$ cat config.mk
export PLATFORM = sky130hd
export DESIGN_NAME = axsp_regs
export DESIGN_NICKNAME = d
export VERILOG_FILES = /design/src/verilog/axsp_pkg.sv /design/src/verilog/axsp_regs.sv
export VERILOG_INCLUDE_DIRS = /design/src /design/src/verilog
export SDC_FILE = /design/constraint.sdc
export NUM_CORES = 1
export LEC_CHECK = 0
export BUFFER_PORTS_ARGS = -buffer_cell sky130_fd_sc_hd__buf_4
export CORE_UTILIZATION = 45
export CTS_CLUSTER_DIAMETER = 200
export DETAILED_ROUTE_END_ITERATION = 12
export PLACE_DENSITY_LB_ADDON = 0.25
export RECOVER_POWER = 25
export SETUP_SLACK_MARGIN = 0.15
export SLEW_MARGIN = 5
export SYNTH_ARGS = -nofsm -noshare
export SYNTH_HDL_FRONTEND = slang
export SYNTH_SLANG_ARGS = --single-unit
$ cat constraint.sdc
create_clock -name pclk -period 14.8 [get_ports pclk]
set_input_delay 2.96 -clock pclk [delete_from_list [all_inputs] [get_ports pclk]]
set_output_delay 2.96 -clock pclk [all_outputs]
set_load 0.01 [all_outputs]
$ cat src/verilog/axsp_consts.svh
`ifndef AXSP_CONSTS_SVH
`define AXSP_CONSTS_SVH

// ----------------------------------------------------------------
// Register byte offsets
// ----------------------------------------------------------------
`define AXSP_OFS_SD_SET      8'h00
`define AXSP_OFS_ACC_S       8'h04
`define AXSP_OFS_DEC_S       8'h08
`define AXSP_OFS_CUR_SPEED   8'h0c
`define AXSP_OFS_SD_READ     8'h10
`define AXSP_OFS_FEED        8'h14
`define AXSP_OFS_MAIN_FEED   8'h18
`define AXSP_OFS_REMAIN      8'h1c
`define AXSP_OFS_MODE        8'h20
`define AXSP_OFS_PRE_SD_SET  8'h40
`define AXSP_OFS_PRE_ACC_S   8'h44
`define AXSP_OFS_PRE_DEC_S   8'h48
`define AXSP_OFS_PRE_FEED    8'h54
`define AXSP_OFS_PRE_MAIN    8'h58
`define AXSP_OFS_PRE_MODE    8'h60

// ----------------------------------------------------------------
// Fields, masks and mode codes
// ----------------------------------------------------------------
`define AXSP_MODE_WMASK      14'h3f7f
`define AXSP_BIT_SD_ENABLE   8
`define AXSP_BIT_INP_WAIT    9
`define AXSP_BIT_SCURVE      10
`define AXSP_BIT_COUNT_SRC   11
`define AXSP_BIT_DONE_TIMING 12
`define AXSP_BIT_SD_METHOD   13
`define AXSP_MOD_CONT_POS    7'h00
`define AXSP_MOD_CONT_NEG    7'h08
`define AXSP_MOD_PULSER      7'h01
`define AXSP_MOD_SWITCH      7'h02
`define AXSP_MOD_ORG_POS     7'h10
`define AXSP_MOD_ORG_NEG     7'h18
`define AXSP_MOD_INC         7'h41
`define AXSP_MOD_TIMER       7'h47
`define AXSP_MOD_SW_INC      7'h56
`define AXSP_MOD_LIN_CONT    7'h62
`define AXSP_MOD_LIN_INC     7'h63

// ----------------------------------------------------------------
// Reset values
// ----------------------------------------------------------------
`define AXSP_RST_SD_SET      24'h000000
`define AXSP_RST_S_SECTION   13'h0000
`define AXSP_RST_WORD        32'h00000000
`define AXSP_RST_MODE        14'h0000
`endif

$ cat src/verilog/axsp_pkg.sv
package axsp_pkg;

    typedef enum logic [0:0] {
        AXSP_STOPPED = 1'b0,
        AXSP_RUNNING = 1'b1
    } axsp_axis_type;

    typedef struct packed {
        logic [6:0]  mode_code;
        logic        slowdown_input_enable;
        logic        inposition_wait_enable;
        logic        scurve_enable;
        logic        count_source_select;
        logic        done_timing;
        logic        slowdown_method_select;
        logic [13:0] accel_section;
        logic [13:0] decel_section;
        logic [31:0] target_feed;
        logic [31:0] main_axis_feed;
        logic        interp_active;
        logic        positioning_active;
    } axsp_cfg_type;

    typedef struct packed {
        axsp_axis_type axis;
        logic [23:0]   sd_set;
        logic [23:0]   pre_sd_set;
        logic [12:0]   acc_s;
        logic [12:0]   pre_acc_s;
        logic [12:0]   dec_s;
        logic [12:0]   pre_dec_s;
        logic [31:0]   feed;
        logic [31:0]   pre_feed;
        logic [31:0]   main_feed;
        logic [31:0]   pre_main_feed;
        logic [13:0]   mode;
        logic [13:0]   pre_mode;
        logic [31:0]   remain;
        logic [3:0]    zcnt;
        logic [31:0]   rdata;
        logic          slverr;
        logic [2:0]    sd_sync;
        logic [2:0]    inp_sync;
        logic [2:0]    z_sync;
        logic [2:0]    enc_sync;
        logic          sd_pin;
        logic          inp_pin;
        logic          z_lvl;
        logic          enc_lvl;
        logic          done;
    } axsp_state_type;

endpackage

$ cat src/verilog/axsp_regs.sv
// Design decisions made here: register access over APB and the address map.
`include "axsp_consts.svh"

module axsp_regs #(
    parameter int ADDR_W = 8
) (
    // Clock and reset.
    input  wire logic                 pclk,
    input  wire logic                 presetn,
    // APB slave.
    input  wire logic                 psel,
    input  wire logic                 penable,
    input  wire logic                 pwrite,
    input  wire logic [ADDR_W-1:0]    paddr,
    input  wire logic [31:0]          pwdata,
    output logic      [31:0]          prdata,
    output logic                      pready,
    output logic                      pslverr,
    // Motion core, same clock.
    input  wire logic                 start_cmd,
    input  wire logic                 stop_cmd,
    input  wire logic                 pulse_issued,
    input  wire logic [13:0]          core_speed,
    input  wire logic [13:0]          operating_speed,
    input  wire logic [13:0]          initial_speed,
    input  wire logic [23:0]          auto_slowdown_value,
    input  wire logic [3:0]           zphase_count_setting,
    // Pins from outside the clock domain.
    input  wire logic                 slowdown_pin,
    input  wire logic                 inposition_pin,
    input  wire logic                 encoder_pin,
    input  wire logic                 zphase_pin,
    // Results to the motion core.
    output axsp_pkg::axsp_cfg_type    axis_cfg,
    output logic                      axis_running,
    output logic                      decel_start,
    output logic                      slowdown_stop_req,
    output logic                      op_done,
    output logic                      slowdown_pin_state,
    output logic                      inposition_state
);

    // ----------------------------------------------------------------
    // Elaboration check
    // ----------------------------------------------------------------
    if (ADDR_W < 7) begin : g_addr_check
        $error("ADDR_W must be at least 7 to reach every register.");
    end

    axsp_pkg::axsp_state_type st_ff;
    axsp_pkg::axsp_state_type nxt_st;

    logic        setup_phase;
    logic        wr_access;
    logic [7:0]  addr8;
    logic        stopped;
    logic        positioning;
    logic        interp;
    logic        method_manual;
    logic [23:0] sd_point;
    logic [31:0] sd_word;
    logic [31:0] speed_word;
    logic        enc_event;
    logic        z_event;
    logic        count_event;
    logic        feed_write;
    logic [13:0] half_span;

    assign addr8       = 8'(paddr);
    assign setup_phase = psel && !penable;
    assign wr_access   = psel && penable && pwrite;
    assign stopped     = (st_ff.axis == axsp_pkg::AXSP_STOPPED);
    assign method_manual = st_ff.mode[`AXSP_BIT_SD_METHOD];

    // ----------------------------------------------------------------
    // Functions
    // ----------------------------------------------------------------
    function automatic logic is_mapped(input logic [7:0] a);
        case (a)
            `AXSP_OFS_SD_SET, `AXSP_OFS_ACC_S, `AXSP_OFS_DEC_S, `AXSP_OFS_CUR_SPEED,
            `AXSP_OFS_SD_READ, `AXSP_OFS_FEED, `AXSP_OFS_MAIN_FEED, `AXSP_OFS_REMAIN,
            `AXSP_OFS_MODE, `AXSP_OFS_PRE_SD_SET, `AXSP_OFS_PRE_ACC_S, `AXSP_OFS_PRE_DEC_S,
            `AXSP_OFS_PRE_FEED, `AXSP_OFS_PRE_MAIN, `AXSP_OFS_PRE_MODE: is_mapped = 1'b1;
            default: is_mapped = 1'b0;
        endcase
    endfunction

    function automatic logic is_positioning(input logic [6:0] m);
        case (m)
            `AXSP_MOD_INC, `AXSP_MOD_SW_INC, `AXSP_MOD_LIN_INC: is_positioning = 1'b1;
            default: is_positioning = 1'b0;
        endcase
    endfunction

    function automatic logic is_interp(input logic [6:0] m);
        case (m)
            `AXSP_MOD_LIN_CONT, `AXSP_MOD_LIN_INC: is_interp = 1'b1;
            default: is_interp = 1'b0;
        endcase
    endfunction

    // ----------------------------------------------------------------
    // Derived values
    // ----------------------------------------------------------------
    assign positioning = is_positioning(st_ff.mode[6:0]);
    assign interp      = is_interp(st_ff.mode[6:0]);

    // Auto point is the sum of computed value and offset, wrapping in 24 bits.
    assign sd_point = method_manual ? st_ff.sd_set
                                    : 24'(auto_slowdown_value + st_ff.sd_set);

    // Upper byte is zero for the manual method and copies setting bit 23 for auto; written bits 31:24 never land there.
    assign sd_word = method_manual ? {8'h00, st_ff.sd_set}
                                   : {{8{st_ff.sd_set[23]}}, st_ff.sd_set};

    // While stopped the Z-phase counter is reloaded every cycle, so it reads the setting.
    assign speed_word = {12'h000, st_ff.zcnt, 2'b00,
                         (stopped ? 14'h0000 :
                          (st_ff.mode[6:0] == `AXSP_MOD_PULSER) ? operating_speed : core_speed)};

    assign half_span   = 14'((operating_speed - initial_speed) >> 1);
    // A rising edge is accepted when stages two and three agree high over a low level.
    assign enc_event   = !st_ff.enc_lvl && st_ff.enc_sync[1] && st_ff.enc_sync[2];
    assign z_event     = !st_ff.z_lvl && st_ff.z_sync[1] && st_ff.z_sync[2];
    assign count_event = st_ff.mode[`AXSP_BIT_COUNT_SRC] ? enc_event : pulse_issued;
    assign feed_write  = wr_access && (addr8 == `AXSP_OFS_FEED ||
                                       (addr8 == `AXSP_OFS_PRE_FEED && stopped));

    // ----------------------------------------------------------------
    // Next state
    // ----------------------------------------------------------------
    always_comb begin
        nxt_st = st_ff;

        // Pin synchronisers; a change counts once stages two and three agree.
        nxt_st.sd_sync  = {st_ff.sd_sync[1:0], slowdown_pin};
        nxt_st.inp_sync = {st_ff.inp_sync[1:0], inposition_pin};
        nxt_st.z_sync   = {st_ff.z_sync[1:0], zphase_pin};
        nxt_st.enc_sync = {st_ff.enc_sync[1:0], encoder_pin};
        if (st_ff.sd_sync[1] == st_ff.sd_sync[2]) begin
            nxt_st.sd_pin = st_ff.sd_sync[2];
        end
        if (st_ff.inp_sync[1] == st_ff.inp_sync[2]) begin
            nxt_st.inp_pin = st_ff.inp_sync[2];
        end
        if (st_ff.z_sync[1] == st_ff.z_sync[2]) begin
            nxt_st.z_lvl = st_ff.z_sync[2];
        end
        if (st_ff.enc_sync[1] == st_ff.enc_sync[2]) begin
            nxt_st.enc_lvl = st_ff.enc_sync[2];
        end

        // Read data and error are prepared in the setup phase.
        if (setup_phase) begin
            nxt_st.slverr = !is_mapped(addr8);
            case (addr8)
                `AXSP_OFS_SD_SET:     nxt_st.rdata = sd_word;
                `AXSP_OFS_ACC_S:      nxt_st.rdata = {19'h00000, st_ff.acc_s};
                `AXSP_OFS_DEC_S:      nxt_st.rdata = {19'h00000, st_ff.dec_s};
                `AXSP_OFS_CUR_SPEED:  nxt_st.rdata = speed_word;
                `AXSP_OFS_SD_READ:    nxt_st.rdata = {8'h00, sd_point};
                `AXSP_OFS_FEED:       nxt_st.rdata = st_ff.feed;
                `AXSP_OFS_MAIN_FEED:  nxt_st.rdata = st_ff.main_feed;
                `AXSP_OFS_REMAIN:     nxt_st.rdata = st_ff.remain;
                `AXSP_OFS_MODE:       nxt_st.rdata = {18'h00000, st_ff.mode};
                `AXSP_OFS_PRE_SD_SET: nxt_st.rdata = method_manual ? {8'h00, st_ff.pre_sd_set}
                                                   : {{8{st_ff.pre_sd_set[23]}}, st_ff.pre_sd_set};
                `AXSP_OFS_PRE_ACC_S:  nxt_st.rdata = {19'h00000, st_ff.pre_acc_s};
                `AXSP_OFS_PRE_DEC_S:  nxt_st.rdata = {19'h00000, st_ff.pre_dec_s};
                `AXSP_OFS_PRE_FEED:   nxt_st.rdata = st_ff.pre_feed;
                `AXSP_OFS_PRE_MAIN:   nxt_st.rdata = st_ff.pre_main_feed;
                `AXSP_OFS_PRE_MODE:   nxt_st.rdata = {18'h00000, st_ff.pre_mode};
                default:              nxt_st.rdata = `AXSP_RST_WORD;
            endcase
        end

        // Register writes take effect in the access phase.
        if (wr_access) begin
            case (addr8)
                `AXSP_OFS_SD_SET:    nxt_st.sd_set = pwdata[23:0];
                `AXSP_OFS_ACC_S:     nxt_st.acc_s = pwdata[12:0];
                `AXSP_OFS_DEC_S:     nxt_st.dec_s = pwdata[12:0];
                `AXSP_OFS_FEED:      nxt_st.feed = pwdata;
                `AXSP_OFS_MAIN_FEED: nxt_st.main_feed = pwdata;
                `AXSP_OFS_MODE:      nxt_st.mode = pwdata[13:0] & `AXSP_MODE_WMASK;
                `AXSP_OFS_PRE_SD_SET: begin
                    nxt_st.pre_sd_set = pwdata[23:0];
                    if (stopped) begin
                        nxt_st.sd_set = pwdata[23:0];
                    end
                end
                `AXSP_OFS_PRE_ACC_S: begin
                    nxt_st.pre_acc_s = pwdata[12:0];
                    if (stopped) begin
                        nxt_st.acc_s = pwdata[12:0];
                    end
                end
                `AXSP_OFS_PRE_DEC_S: begin
                    nxt_st.pre_dec_s = pwdata[12:0];
                    if (stopped) begin
                        nxt_st.dec_s = pwdata[12:0];
                    end
                end
                `AXSP_OFS_PRE_FEED: begin
                    nxt_st.pre_feed = pwdata;
                    if (stopped) begin
                        nxt_st.feed = pwdata;
                    end
                end
                `AXSP_OFS_PRE_MAIN: begin
                    nxt_st.pre_main_feed = pwdata;
                    if (stopped) begin
                        nxt_st.main_feed = pwdata;
                    end
                end
                `AXSP_OFS_PRE_MODE: begin
                    nxt_st.pre_mode = pwdata[13:0] & `AXSP_MODE_WMASK;
                    if (stopped) begin
                        nxt_st.mode = pwdata[13:0] & `AXSP_MODE_WMASK;
                    end
                end
                // Read-only and unmapped offsets leave every register untouched.
                default: nxt_st.mode = st_ff.mode;
            endcase
        end

        // Axis run state and remaining-pulse counter.
        nxt_st.done = 1'b0;
        case (st_ff.axis)
            axsp_pkg::AXSP_STOPPED: begin
                nxt_st.zcnt = zphase_count_setting;
                if (start_cmd) begin
                    nxt_st.axis   = axsp_pkg::AXSP_RUNNING;
                    nxt_st.remain = st_ff.feed;
                end
            end
            axsp_pkg::AXSP_RUNNING: begin
                if (z_event && st_ff.zcnt != 4'h0) begin
                    nxt_st.zcnt = st_ff.zcnt - 4'h1;
                end
                if (count_event && st_ff.remain != 32'h00000000) begin
                    nxt_st.remain = st_ff.remain - 32'h00000001;
                end
                if (stop_cmd) begin
                    nxt_st.axis = axsp_pkg::AXSP_STOPPED;
                    nxt_st.done = 1'b1;
                end else if (positioning && st_ff.remain == 32'h00000000 &&
                             (!st_ff.mode[`AXSP_BIT_INP_WAIT] || st_ff.inp_pin)) begin
                    nxt_st.axis = axsp_pkg::AXSP_STOPPED;
                    nxt_st.done = 1'b1;
                end
            end
            default: nxt_st.axis = axsp_pkg::AXSP_STOPPED;
        endcase

        // A write of the target feed clears the counter and wins over a load.
        if (feed_write) begin
            nxt_st.remain = `AXSP_RST_WORD;
        end
    end

    // ----------------------------------------------------------------
    // State register
    // ----------------------------------------------------------------
    always_ff @(posedge pclk or negedge presetn) begin
        if (!presetn) begin
            st_ff <= '{axis: axsp_pkg::AXSP_STOPPED, sd_set: `AXSP_RST_SD_SET,
                       pre_sd_set: `AXSP_RST_SD_SET, acc_s: `AXSP_RST_S_SECTION,
                       pre_acc_s: `AXSP_RST_S_SECTION, dec_s: `AXSP_RST_S_SECTION,
                       pre_dec_s: `AXSP_RST_S_SECTION, feed: `AXSP_RST_WORD,
                       pre_feed: `AXSP_RST_WORD, main_feed: `AXSP_RST_WORD,
                       pre_main_feed: `AXSP_RST_WORD, mode: `AXSP_RST_MODE,
                       pre_mode: `AXSP_RST_MODE, remain: `AXSP_RST_WORD, zcnt: 4'h0,
                       rdata: `AXSP_RST_WORD, default: '0};
        end else begin
            st_ff <= nxt_st;
        end
    end

    // ----------------------------------------------------------------
    // Outputs
    // ----------------------------------------------------------------
    assign pready  = 1'b1;
    assign prdata  = st_ff.rdata;
    assign pslverr = st_ff.slverr;

    always_comb begin
        axis_cfg.mode_code              = st_ff.mode[6:0];
        axis_cfg.slowdown_input_enable  = st_ff.mode[`AXSP_BIT_SD_ENABLE];
        axis_cfg.inposition_wait_enable = st_ff.mode[`AXSP_BIT_INP_WAIT];
        axis_cfg.scurve_enable          = st_ff.mode[`AXSP_BIT_SCURVE];
        axis_cfg.count_source_select    = st_ff.mode[`AXSP_BIT_COUNT_SRC];
        axis_cfg.done_timing            = st_ff.mode[`AXSP_BIT_DONE_TIMING];
        axis_cfg.slowdown_method_select = method_manual;
        axis_cfg.accel_section  = (st_ff.acc_s == 13'h0000) ? half_span : {1'b0, st_ff.acc_s};
        axis_cfg.decel_section  = (st_ff.dec_s == 13'h0000) ? half_span : {1'b0, st_ff.dec_s};
        axis_cfg.target_feed    = st_ff.feed;
        axis_cfg.main_axis_feed = interp ? st_ff.main_feed : `AXSP_RST_WORD;
        axis_cfg.interp_active  = interp;
        axis_cfg.positioning_active = positioning;
    end

    assign axis_running       = !stopped;
    assign slowdown_pin_state = st_ff.sd_pin;
    assign inposition_state   = st_ff.inp_pin;
    assign op_done            = st_ff.done;
    // Manual: below the setting; auto: at or below the computed point.
    assign decel_start = !stopped && positioning &&
                         (method_manual ? (st_ff.remain < {8'h00, sd_point})
                                        : (st_ff.remain <= {8'h00, sd_point}));
    assign slowdown_stop_req = !stopped && st_ff.mode[`AXSP_BIT_SD_ENABLE] && st_ff.sd_pin;
endmodule

# After elaboration in Yosys (flattened, before gate mapping)
# Index checks and enable logic that the tools add are counted.
# totals
ff_bits	342
latch_bits	0
ramBits	0
mem_bits_ro	0
inputBits	122
out_inout_bits	147
wordCells	154
mem_count	0
# op_classes
add_sub_neg	4
mul	0
div	0
magnitude_cmp	2
eq_ne	32
shifts	0
mux	37
bitwise_logic	1
n_reduce_logical	52
# ops
operator	n
$pmux W32 S15	1
$mux W32	7
$pmux W32 S2	2
$pmux W36 S2	1
$pmux W13 S2	2
$eq A8 B7 Y1 const B	6
$mux W24	2
$pmux W24 S2	1
$mux W14	3
$mux W13	3
$eq A8 B5 Y1 const B	4
$le A32 B24 Y1	1
$logic_not A32 Y1	1
$lt A32 B24 Y1	1
$reduce_bool A32 Y1	1
$sub A32 B1 Y32 const B	1
$eq A7 B7 Y1 const B	4
$pmux W14 S2	1
$logic_not A13 Y1	2
$add A24 B24 Y24	1
$reduce_and A3 Y1	6
$logic_and A1 B1 Y1	17
$eq A8 B4 Y1 const B	2
$reduce_or A15 Y1	1
other kinds (22)	57

# Longest topological paths before layout
# Gate-level depths: netlist of the first run.
# depth
word_depth	8
ltp_mapped	20
mapped_depth_nobuf	20

# Worst setup path after synthesis of the first run
# No wires, ideal clock.
# synth_timing
path_type	input-to-output
start	input auto_slowdown_value[0]
end	output decel_start
arrival_ns	6.076
required_time_ns	11.840
setup_slack_ns	5.764
cell_stages	18
n_path_buf	0
cell_sequence	ha_1 > inv_1 > fa_1 > nor2b_1 > o2111ai_1 > a21oi_1 > o22a_1 > a211o_1 > a311oi_1 > o21ai_0 > xor2_1 > mux2i_1 > ha_1 > nand4_1 > nor4_1 > nand4_1 > o21ai_0 > and3_1
# synth_between
elab_chain_cells	5
word_cells_on_any_way	6
cone_classes	add/sub: 1; order compare: 2; mux: 2; reduce/logical: 1
# synth_lines
element	line_no	source
start: declaration	axsp_regs.sv:26	input wire logic [23:0] auto_slowdown_value,
$add A24 B24 Y24 *	axsp_regs.sv:110	: 24'(auto_slowdown_value + st_ff.sd_set);
$mux W24 *	axsp_regs.sv:109	assign sd_point = method_manual ? st_ff.sd_set
$le A32 B24 Y1 or $lt A32 B24 Y1 (tied branches)	axsp_regs.sv:310, axsp_regs.sv:309	
$mux W1 *	axsp_regs.sv:309	(method_manual ? (st_ff.remain < {8'h00, sd_point})
$logic_and A1 B1 Y1 *	axsp_regs.sv:308	assign decel_start = !stopped && positioning &&
end: declaration	axsp_regs.sv:36	output logic decel_start,
# Every way passes the cells marked *; elsewhere a longest branch is shown, timed or not.

# Final worst setup path of the first run
# Same ends and word-level chain as after synthesis.

==> impl_results.md, run 1 <==
* Status: finished with violations
* Violated checks: max-capacitance violations, max-slew violations
* Crit. End Element: primary output
* Max Fclk at around 100 MHz
* Total grt overflow at 0
* Max Cap Viol at 1
* Num ports at 269
* Final setup vio count at 0
* Clock transition at path regs at ~60 ps
* Max-slew violations at around 110
* Vias per std cell at ~6.3
* Port-buffer cells at between 200 and 300
* CTS tree: yes
* Placer congestion estimate at about 0.94
* ANT cells at 0
* Setup TNS at 0 ps
* Vias in the first global route at around 16k
* First-pass GRT wire length at between 100000 and 150000 um
* Placed Cells at 2494
* Pwr/cell area at 113.7 mW/mm2
* Via count at 16.06k
* Post-Layout Cell Count at 2563
* GRT Overall Usage at about 31%
* CP Launch Type: input pin
* Routed WL at ~68000 um
* Syn_area_per_cell at roughly 10 um2
* Synth cell types at 77
* Placement Setup Slack at ~4700 ps
* Worst Path Required at about 12000 ps
* Remaining antenna violation count at 0
* Dpl cell area at between 0.02 and 0.025 mm2
* Reg2reg end: st_ff[71]
* Die span in x at roughly 210 um
* Post-CTS sizing at 0
* Rows at 75
* Classification of the worst setup path: input pin to primary output
* Period utilization at between 60% and 70%
* WL/cell at 26.49 um
* R2R Path Start: st_ff[54]
* DRT iter0 DRCs at 1777
* WHS Path Cells at 0
* Max clock buf depth at 3
* Final Hold Fails at 0
* Die height at ~210 um
* Yosys top cell by area: dfrtp_1
* Yosys warns at 0
* Pre-Repair DR Iteration Count at 7
* Final Critical Period at around 10000 ps
* WHS Endpoint: nxt_st[7]
* Skew-Pair Late Insertion Delay at 560 ps
* Min-Delay Path Class: flop to flop
* Max VDD drop at between 0.07 and 0.08 mV
* Post-synth EDFFs at 0
* Sequential cell area fraction in the yosys report at ~44%
* Largest cells by area after synthesis: dfrtp_1, mux2_2, ha_1
* Area grow syn2layout at 16.68%
* RSZ-0062 raised after global routing: false
* Post-Syn Area at about 0.019 mm2
* Cell chosen for the clock root: clkbuf_16
* Setup bufs post-CTS at 0
* Share of layout cells above drive strength 1 at ~30%
* Asr flop ratio synth at 100.0%
* Total CTS buffers at 39
* PnR worst setup slack at ~4700 ps
* Clock sinks at about 340
* Largest net degree at the start of global routing at around 170
* Core Area at around 0.042 mm2
* Slew @ Worst Pin at 5795 ps
* Finished Cell Area at ~0.022 mm2
* Die ar. at ~0.044 mm2
* Flops & latches, synth at approximately 340
* DRC violations left at 0
* Final HPWL DP at 48390 um
* Clock skew at between 20 and 25 ps
* Starting density of the core at about 46%
* Worst Hold Launch: nxt_st[6]
* CP Data Arrival Time at 7190 ps
* Initial antenna violation count at 1
* Pleak at between 10 and 15 nW
* Synth top area share at about 44%
* Crit path launch: auto_slowdown_value[0]
* Reg2reg setup slack at between 10000 and 15000 ps
* Top_reg_cell synth: dfrtp_1
* Hold buffers post-CTS at 0
* Worst-path fanout max at 4
* R2R depth at 12
* Slew HR at -286.4%
* H-tree depth at 2
* Synth Instances at between 1.5k and 2k
* Nets@finish at about 2.2k
==> worst max-delay path by stage <==
| stage | end | slack (ps) | depth (start not counted) |
|---|---|---|---|
| 2_1_floorplan | decel_start | 5760 | 18 |
| 3_3_place_gp | decel_start | 4720 | 21 |
| 3_5_place_dp | decel_start | 4670 | 21 |
| 4_1_cts | decel_start | 4660 | 21 |
| 5_1_grt | decel_start | 4410 | 20 |
| 6_report | decel_start | 4650 | 21 |
==> layout by cell type, fill, tap and decap left out, types with 10 or more instances in the layout <==
cell and count:
a221oi_1 21, nor3_1 35, mux2_2 227, clkbuf_16 39, nand3_1 31, a41oi_1 14, a22o_1 11, buf_4 284
a222oi_1 38, ha_1 61, o21a_1 15, and2_1 39, xnor2_1 21, nor2_1 115, xor2_1 13, clkbuf_8 10
nor4_1 14, or3_1 14, inv_1 22, o21ai_0 47, mux2i_1 31, nand4_1 16, a211oi_1 10, a21oi_1 69
nand2_1 167, a31oi_1 11, dfrtp_1 339, a21o_1 52, a22oi_1 81, o2111ai_1 12, nor2b_1 13
==> final cells by class <==
cell class | instances | area, um2
fill | 3691 | 19570
sequential | 341 | 8536
clock inverter | 16 | 166.4
tap | 539 | 674.4
timing repair buffer | 295 | 2220
multi-input combinational | 1296 | 9661
inverter | 23 | 86.33
clock buffer | 53 | 1129
==> through the flow <==
step	hold slack, ps	total power, W	utilization, %
after floorplan	331.2	0.001380	-
after global placement	334.2	0.001567	50.41
after detailed placement	340.2	0.001578	50.41
after CTS	353.3	0.002567	53.49
after global routing	354.8	0.002656	53.45
final	350.0	0.002556	53.45
==> metal layers <==
layer  vias up  routed length (um)  part of all wire, %  global-route usage, %
met4         0                3483                  5.1                  15.09
met5         -                   0                    0                      0
li1       7063                   -                    -                      -
met1      8106               27920                   41                  40.23
met2       722               31980                   47                  51.00
met3       169                4514                  6.6                  5.050
==> synthesized netlist by cell type (all sizes together), types with 38 or more instances <==
master,instances
ha,61
o21ai,52
dfrtp,341
nor2,122
a222oi,38
clkbuf,92
mux2,227
a21o,52
buf,103
and2,40
a22oi,81
a21oi,70
nand2,169
==> worst max-delay path: stages <==
cell and delay, ps:
buf_4 110, ha_1 220, inv_1 90, fa_1 180, nor2b_1 70, o2111ai_1 260
a21oi_1 120, o22a_1 250, a211o_1 330, a311oi_1 570, o21bai_1 210, xor2_1 170
mux2i_1 90, ha_1 190, a21o_1 170, a21o_1 170, a21oi_1 160, o21ai_0 100
o21ai_0 330, and3_1 290, buf_4 140
==> sequential cells by signal, indices dropped and copies added, names as in the netlist <==
| signal | count |
|---|---|
| nxt_st | 8 |
| pslverr | 1 |
| speed_word | 4 |
| op_done | 1 |
| st_ff | 247 |
| axis_running | 1 |
| axis_cfg | 45 |
| inposition_state | 1 |
| prdata | 32 |
| slowdown_pin_state | 1 |
==> power by group <==
| part | leakage (nW) | internal [W] | switching [W] |
|---|---|---|---|
| Combinational | 5.87 | 0.000209 | 0.000257 |
| Sequential | 4.62 | 0.000991 | 0.000110 |
| Clock | 0.640 | 0.000586 | 0.000403 |
==> logic make-up after synthesis <==
| family | share of synthesized area, % |
|---|---|
| AO/OA/AOI/OAI | 16.29 |
| other | 0.03899 |
| adder cells (fa/ha/maj) | 4.379 |
| AND/OR/NAND/NOR | 12.61 |
| XOR/XNOR | 1.546 |
| multiplexers | 14.88 |
| buffers and inverters | 5.944 |
| flip-flops | 44.31 |
Note: power is estimated with default switching activity, not from simulation.
==> run 2: changes to the inputs <==
ABC_AREA = 1   (was default)
clock period = 8.7 ns   (was 14.8 ns; I/O delays follow)
==> impl_results.md, run 2 <==
* GRT Overall Usage at 32.95% (+1.8 points)
* Yosys warns at 0 (unchanged)
* Area grow syn2layout at 14.45%
* Largest register FFs at 247 (unchanged)
* Violated checks: max-capacitance violations, max-slew violations
* Synth cell types at 60 (-22%)
* Clock power frac at 38.5% (-0.2 points)
* Largest net degree at the start of global routing at 112 (-33%)
* Final HPWL DP at 57540 um (+19%)
* Final Critical Period at 6815 ps
* Remaining antenna violation count at 0 (unchanged)
* Max Cap Viol at 2 (+1)
* Rows at 78 (+4.0%)
* First-pass GRT wire length at 116600 um (+13%)
* Period utilization at 78.34%
* Placer congestion estimate at 0.9624 (+2.7%)
* Synth top area share at 41.21% (-3.1 points)
* Pwr/cell area at 186.6 mW/mm2 (+64%)
* Cell chosen for the clock root: clkbuf_16
* Pleak at 12.00 nW (+7.8%)
* Crit. End Element: primary output
* Placed Cells at 3531 (+42%)
* Status: finished with violations
* Top_reg_cell synth: dfrtp_1
* Combinational share of power at 20.7% (+2.5 points)
* ANT cells at 0 (unchanged)
* Num ports at 269 (unchanged)
* Pre-Repair DR Iteration Count at 6 (-1)
* Worst Path Required at 6960 ps (-4880 ps)
* Int Power at 0.002992 W (+68%)
* PnR worst setup slack at 1885 ps (-2767 ps)
* Initial antenna violation count at 2 (+1)
* Nets@finish at 3157 (+45%)
* Vias in the first global route at 18.89k (+16%)
* Share of layout cells above drive strength 1 at 14.67% (-16 points)
* Post-Layout Cell Count at 3600 (+40%)
* Xor/xnor cell area share of the yosys netlist at 1.057% (-0.49 points)
* H-tree depth at 2 (unchanged)
* Finished Cell Area at 0.02370 mm2 (+5.5%)
* Commonest cells after routing, fill and taps aside: nand2_1, dfrtp_1, inv_1
* Classification of the worst setup path: input pin to primary output
* Max clock buf depth at 3 (unchanged)
* Max VDD drop at 0.1270 mV (+74%)
* WL/cell at 21.51 um (-19%)
* Placement Setup Slack at 1978 ps (-2690 ps)
* Die height at 216.5 um (+3.7%)
* Largest register by flop count: st_ff
* Commonest non-fill, non-tap cell in the layout: nand2_1
* Fillers at 4505 (+22%)
* Commonest cells post-synth: nand2_1, dfrtp_1, inv_1
* Min-Delay Path Class: flop to flop
* Syn_area_per_cell at 7.282 um2 (-30%)
* Total grt overflow at 0 (unchanged)
* Register area at 0.008534 mm2 (about the same)
* Total CTS buffers at 39 (unchanged)
* RSZ-0062 raised after global routing: false
* Clock sinks at 341 (unchanged)
* Flops & latches, synth at 341 (unchanged)
* Setup bufs post-CTS at 0 (unchanged)
* DRC violations left at 0 (unchanged)
* CP Launch Type: input pin
* Skew-Pair Late Insertion Delay at 580 ps (+20 ps)
* Final Hold Fails at 0 (unchanged)
* Yosys top cell by area: dfrtp_1
* Synth Instances at 2844 (+53%)
* Post-Syn Area at 0.02071 mm2 (+7.5%)
* Adder-Cell Fraction of Synth Area at 4.024% (-0.35 points)
* Setup TNS at 0 ps (unchanged)
* Synth Area in Compound Gates at 14.59% (-1.7 points)
* Dpl cell area at 0.02242 mm2 (+5.8%)
* Slew @ Worst Pin at 2643 ps (-3152 ps)
* Vias per std cell at 5.586 (-11%)
* Largest family of logic cells by synthesized area: simple AND/OR/NAND/NOR gates
* Top-count cell post-synth: nand2_1
* Max-slew violations at 100 (-4.8%)
* Via count at 20.11k (+25%)
* Sw power at 0.001431 W (+86%)
* Slew HR at -76.20% (+210 points)
* Die ar. at 0.04688 mm2 (+7.4%)
* Reg2reg setup slack at 2900 ps (-8330 ps)
* Post-synth EDFFs at 0 (unchanged)
* Routed WL at 77450 um (+14%)
* Max Fclk at 146.7 MHz
* Asr flop ratio synth at 100.0% (unchanged)
* Area occupied by multi-input gates at 0.009786 mm2 (+1.3%)
* Starting density of the core at 45.63% (-0.18 points)
* CTS tree: yes
* Post-synthesis mux area share at 0.04834% (-15 points)
* Reg power frac at 40.8% (-2.3 points)
* Clock transition at path regs at 60 ps (about the same)
* Core Area at 0.04538 mm2 (+7.9%)
* Clock skew at 20.58 ps (-1.559 ps)
* Hold buffers post-CTS at 0 (unchanged)
* Die span in x at 216.5 um (+3.7%)
* Largest cells by area after synthesis: dfrtp_1, nand2_1, o21ai_0
* Sequential cell area fraction in the yosys report at 41.21% (-3.1 points)
* Post-synthesis simple-gate area fraction at 27.40% (+15 points)
* CP Data Arrival Time at 5080 ps (-2110 ps)
* DRT iter0 DRCs at 2406 (+35%)
* Post-CTS sizing at 0 (unchanged)
* Port-buffer cells at 265 (unchanged)
* Final setup vio count at 0 (unchanged)
* Sw Share at 32.35% (+2.2 points)
* Worst-path fanout max at 5 (+1)
## run 2: critical path: stages
cell and delay, ps:
buf_4 110, ha_1 380, nand2_1 110, nor2_1 300, nand2_1 90, nand2_1 210
inv_1 80, or2_2 280, nand3_1 80, o21ai_0 140, ha_1 340, nand2_1 60
inv_1 40, nor3_1 160, nand2_1 100, nand2_1 60, nand2_1 50, nand2_1 60
nand2_1 50, nand2_1 60, nand2_1 50, a21oi_1 330, buf_4 190
## run 2: power groups by stage
stage	sequential [W]	combinational, W	clock, W
after floorplan	0.00177	0.000589	0
after global placement	0.00182	0.000886	0
after detailed placement	0.00183	0.000901	0
after CTS	0.00180	0.000906	0.00172
after global routing	0.00181	0.00102	0.00178
final	0.00180	0.000917	0.00170
## run 2: final cells by class
cell class,count,share of cell area [%]
tap,600,3.168
inverter,322,5.100
multi-input combinational,1986,41.29
clock buffer,52,4.577
sequential,341,36.01
clock inverter,17,0.8711
timing repair buffer,282,8.985
## run 2: path summary, 6_finish.rpt
| path | startpoint | endpoint | cells after the start |
|---|---|---|---|
| min reg2reg | nxt_st[15] | nxt_st[16] | 0 |
| max reg2reg | axis_running | prdata[7] | 9 |
| min | nxt_st[15] | nxt_st[16] | 0 |
| min in group asynchronous | presetn | prdata[22] | 1 |
| max | auto_slowdown_value[6] | decel_start | 23 |
| max in group asynchronous | presetn | st_ff[201] | 2 |
## run 2: cells by family (layout without fill, tap and decap cells)
family                     after synthesis  in the layout
buffers and inverters                  518            673
AOI/OAI and AO/OA                      538            538
adders and majority gates               66             66
DFF                                    341            341
xor gates and xnor gates                25             25
muxes                                    1              1
other                                    2              3
and+or+nand+nor                       1353           1353
## run 2: layer usage
layer,track usage [%],vias to the layer above,share of wire [%]
met2,48.25,1068,43
met3,7.621,141,10
met5,0,-,0.017
met4,9.930,2,3.0
met1,48.07,9560,44
li1,-,9340,-
## run 2: stage by stage
stage	total power (W)	utilization [%]	hold slack (ps)
after detailed placement	0.002726	49.40	338.6
after floorplan	0.002361	-	331.2
after CTS	0.004420	52.24	353.2
final	0.004423	52.23	350.6
after global routing	0.004615	52.23	354.3
after global placement	0.002709	49.40	334.7
==> run 3: changes to the inputs <==
clock period = 6.8 ns   (was 8.7 ns; I/O delays follow)
==> impl_results.md, run 3 (synthesis gave the netlist of run 2 again) <==
* Status: finished with violations
* Violated checks: max-capacitance violations, max-slew violations
* Pleak at 11.99 nW (-0.10%)
* Initial antenna violation count at 3 (+1)
* Crit path to: decel_start
* Reg2reg setup slack at 820 ps (-2080 ps)
* Vias in the first global route at 19.07k (+0.96%)
* Post-CTS sizing at 0 (unchanged)
* R2R depth at 9 (unchanged)
* R2R Path Start: axis_running
* Core Area at 0.04538 mm2 (unchanged)
* Setup bufs post-CTS at 0 (unchanged)
* Share of layout cells above drive strength 1 at 14.55% (-0.11 points)
* Clock transition at path regs at 60 ps (about the same)
* Setup TNS at 0 ps (unchanged)
* Final Critical Period at 6008 ps
* Largest register FFs at 247 (unchanged)
* Placer congestion estimate at 0.9648 (+0.25%)
* Hold buffers post-CTS at 0 (unchanged)
* Commonest non-fill, non-tap cell in the layout: nand2_1
* Total grt overflow at 0 (unchanged)
* Max Cap Viol at 3 (+1)
* Commonest cells after routing, fill and taps aside: nand2_1, dfrtp_1, inv_1
* Min-Delay Path Class: flop to flop
* DRC violations left at 0 (unchanged)
* Max Fclk at between 150 and 200 MHz
* Util after Layout at 52.19% (about the same)
* Die height at 216.5 um (unchanged)
* Slew HR at -166.8% (-91 points)
* Remaining antenna violation count at 0 (unchanged)
* Pwr/cell area at 237.8 mW/mm2 (+27%)
* Crit path launch: auto_slowdown_value[6]
* Num ports at 269 (unchanged)
* Worst-path fanout max at 5 (unchanged)
* First-pass GRT wire length at 117400 um (+0.65%)
* Slew @ Worst Pin at 4003 ps (+1360 ps)
* CTS tree: yes
* Largest register by flop count: st_ff
* WL/cell at 21.70 um (+0.87%)
* Max clock buf depth at 3 (unchanged)
* Die ar. at 0.04688 mm2 (unchanged)
* DRT iter0 DRCs at 2242 (-6.8%)
* Classification of the worst setup path: input pin to primary output
* Pre-Repair DR Iteration Count at 6 (unchanged)
* Rows at 78 (unchanged)
* Max-slew violations at 143 (+43%)
* Via count at 20.16k (+0.23%)
* Total CTS buffers at 39 (unchanged)
* Max VDD drop at 0.1802 mV (+42%)
* Skew-Pair Late Insertion Delay at 580 ps (about the same)
* ANT cells at 0 (unchanged)
* Routed WL at 78180 um (+0.95%)
* Cell chosen for the clock root: clkbuf_16
* Largest net degree at the start of global routing at 108 (-3.6%)
* Clock sinks at 341 (unchanged)
* Final HPWL DP at 57730 um (+0.33%)
* Worst Path Required at 5440 ps (-1520 ps)
* Clock skew at 27.12 ps (+6.538 ps)
* Die span in x at 216.5 um (unchanged)
* Final setup vio count at 0 (unchanged)
* Vias per std cell at 5.595 (+0.15%)
* CP Launch Type: input pin
* RSZ-0062 raised after global routing: false
* Crit. End Element: primary output
* Nets@finish at 3159 (+0.063%)
* GRT Overall Usage at 33.27% (+0.32 points)
* Final Hold Fails at 0 (unchanged)
* CP Data Arrival Time at 4650 ps (-430 ps)
* Area grow syn2layout at 14.36% (about the same)
* Reg2reg end: prdata[7]
* Starting density of the core at 45.63% (unchanged)
* Port-buffer cells at 265 (unchanged)
* H-tree depth at 2 (unchanged)
* Period utilization at about nine tenths
run 3: cell count changes in the layout (fill, tap and decap cells not counted):
cell,delta
inv_8,+1
inv_16,+1
clkinv_4,-1
clkbuf_1,+5
buf_12,-1
clkdlybuf4s25_1,+1
clkinv_2,-1
inv_6,-2
buf_4,+2
clkbuf_8,-2
clkinv_8,+1
bufinv_16,-1
run 3: layout make-up:
cell class	instances	area, um2
Clock inverter	15	192.7
Clock buffer	55	1076
Inverter	322	1209
Sequential cell	341	8534
Multi-Input combinational cell	1986	9786
Fill cell	4478	21700
Timing Repair Buffer	284	2135
Tap cell	600	750.7
run 3: power by group:
group / total [W] / internal, W / switching (W)
Clock: 0.00214 / 0.00123 / 0.000911
Combinational: 0.00118 / 0.000411 / 0.000764
Sequential: 0.00231 / 0.00214 / 0.000173
run 3: through the flow:
step | setup slack, ps | hold slack [ps] | std cells | power [W] | cell area (um2)
6_report | 792.3 | 348.0 | 3603 | 0.005632 | 23680
5_1_grt | 342.2 | 348.8 | 3603 | 0.005870 | 23680
3_5_place_dp | 831.7 | 334.7 | 3533 | 0.003488 | 22430
2_1_floorplan | 1800 | 331.2 | 2845 | 0.003021 | 20710
4_1_cts | 818.9 | 348.1 | 3603 | 0.005627 | 23700
3_3_place_gp | 771.8 | 333.2 | 3533 | 0.003467 | 22430
run 3: worst min path at each step:
stage                       to  cells past startpoint  slack [ps]  startpoint
floorplan           nxt_st[10]                      0         330   nxt_st[9]
global placement    nxt_st[10]                      0         330   nxt_st[9]
detailed placement  nxt_st[16]                      0         330  nxt_st[15]
CTS                 nxt_st[16]                      0         350  nxt_st[15]
global route        nxt_st[16]                      0         350  nxt_st[15]
finish              nxt_st[16]                      0         350  nxt_st[15]
run 3: critical path, stage by stage:
cell	delay, ps
buf_4	110
ha_1	390
nand2_1	120
nor2_1	260
nand2_1	90
nand2_1	200
inv_1	80
or2_2	280
nand3_1	80
o21ai_0	150
ha_1	350
nand2_1	70
inv_1	40
nor3_1	160
nand2_1	90
nand2_1	60
nand2_1	50
nand2_1	50
nand2_1	50
nand2_1	70
nand2_1	50
a21oi_1	290
buf_4	190
run 3: routing by layer:
metal / vias to the layer above / wire length, um / global-route usage (%)
met4: 4 / 2384 / 9.953
met3: 143 / 7991 / 7.635
li1: 9335 / - / -
met5: - / 23 / 0
met2: 1015 / 33420 / 49.06
met1: 9661 / 34360 / 48.36
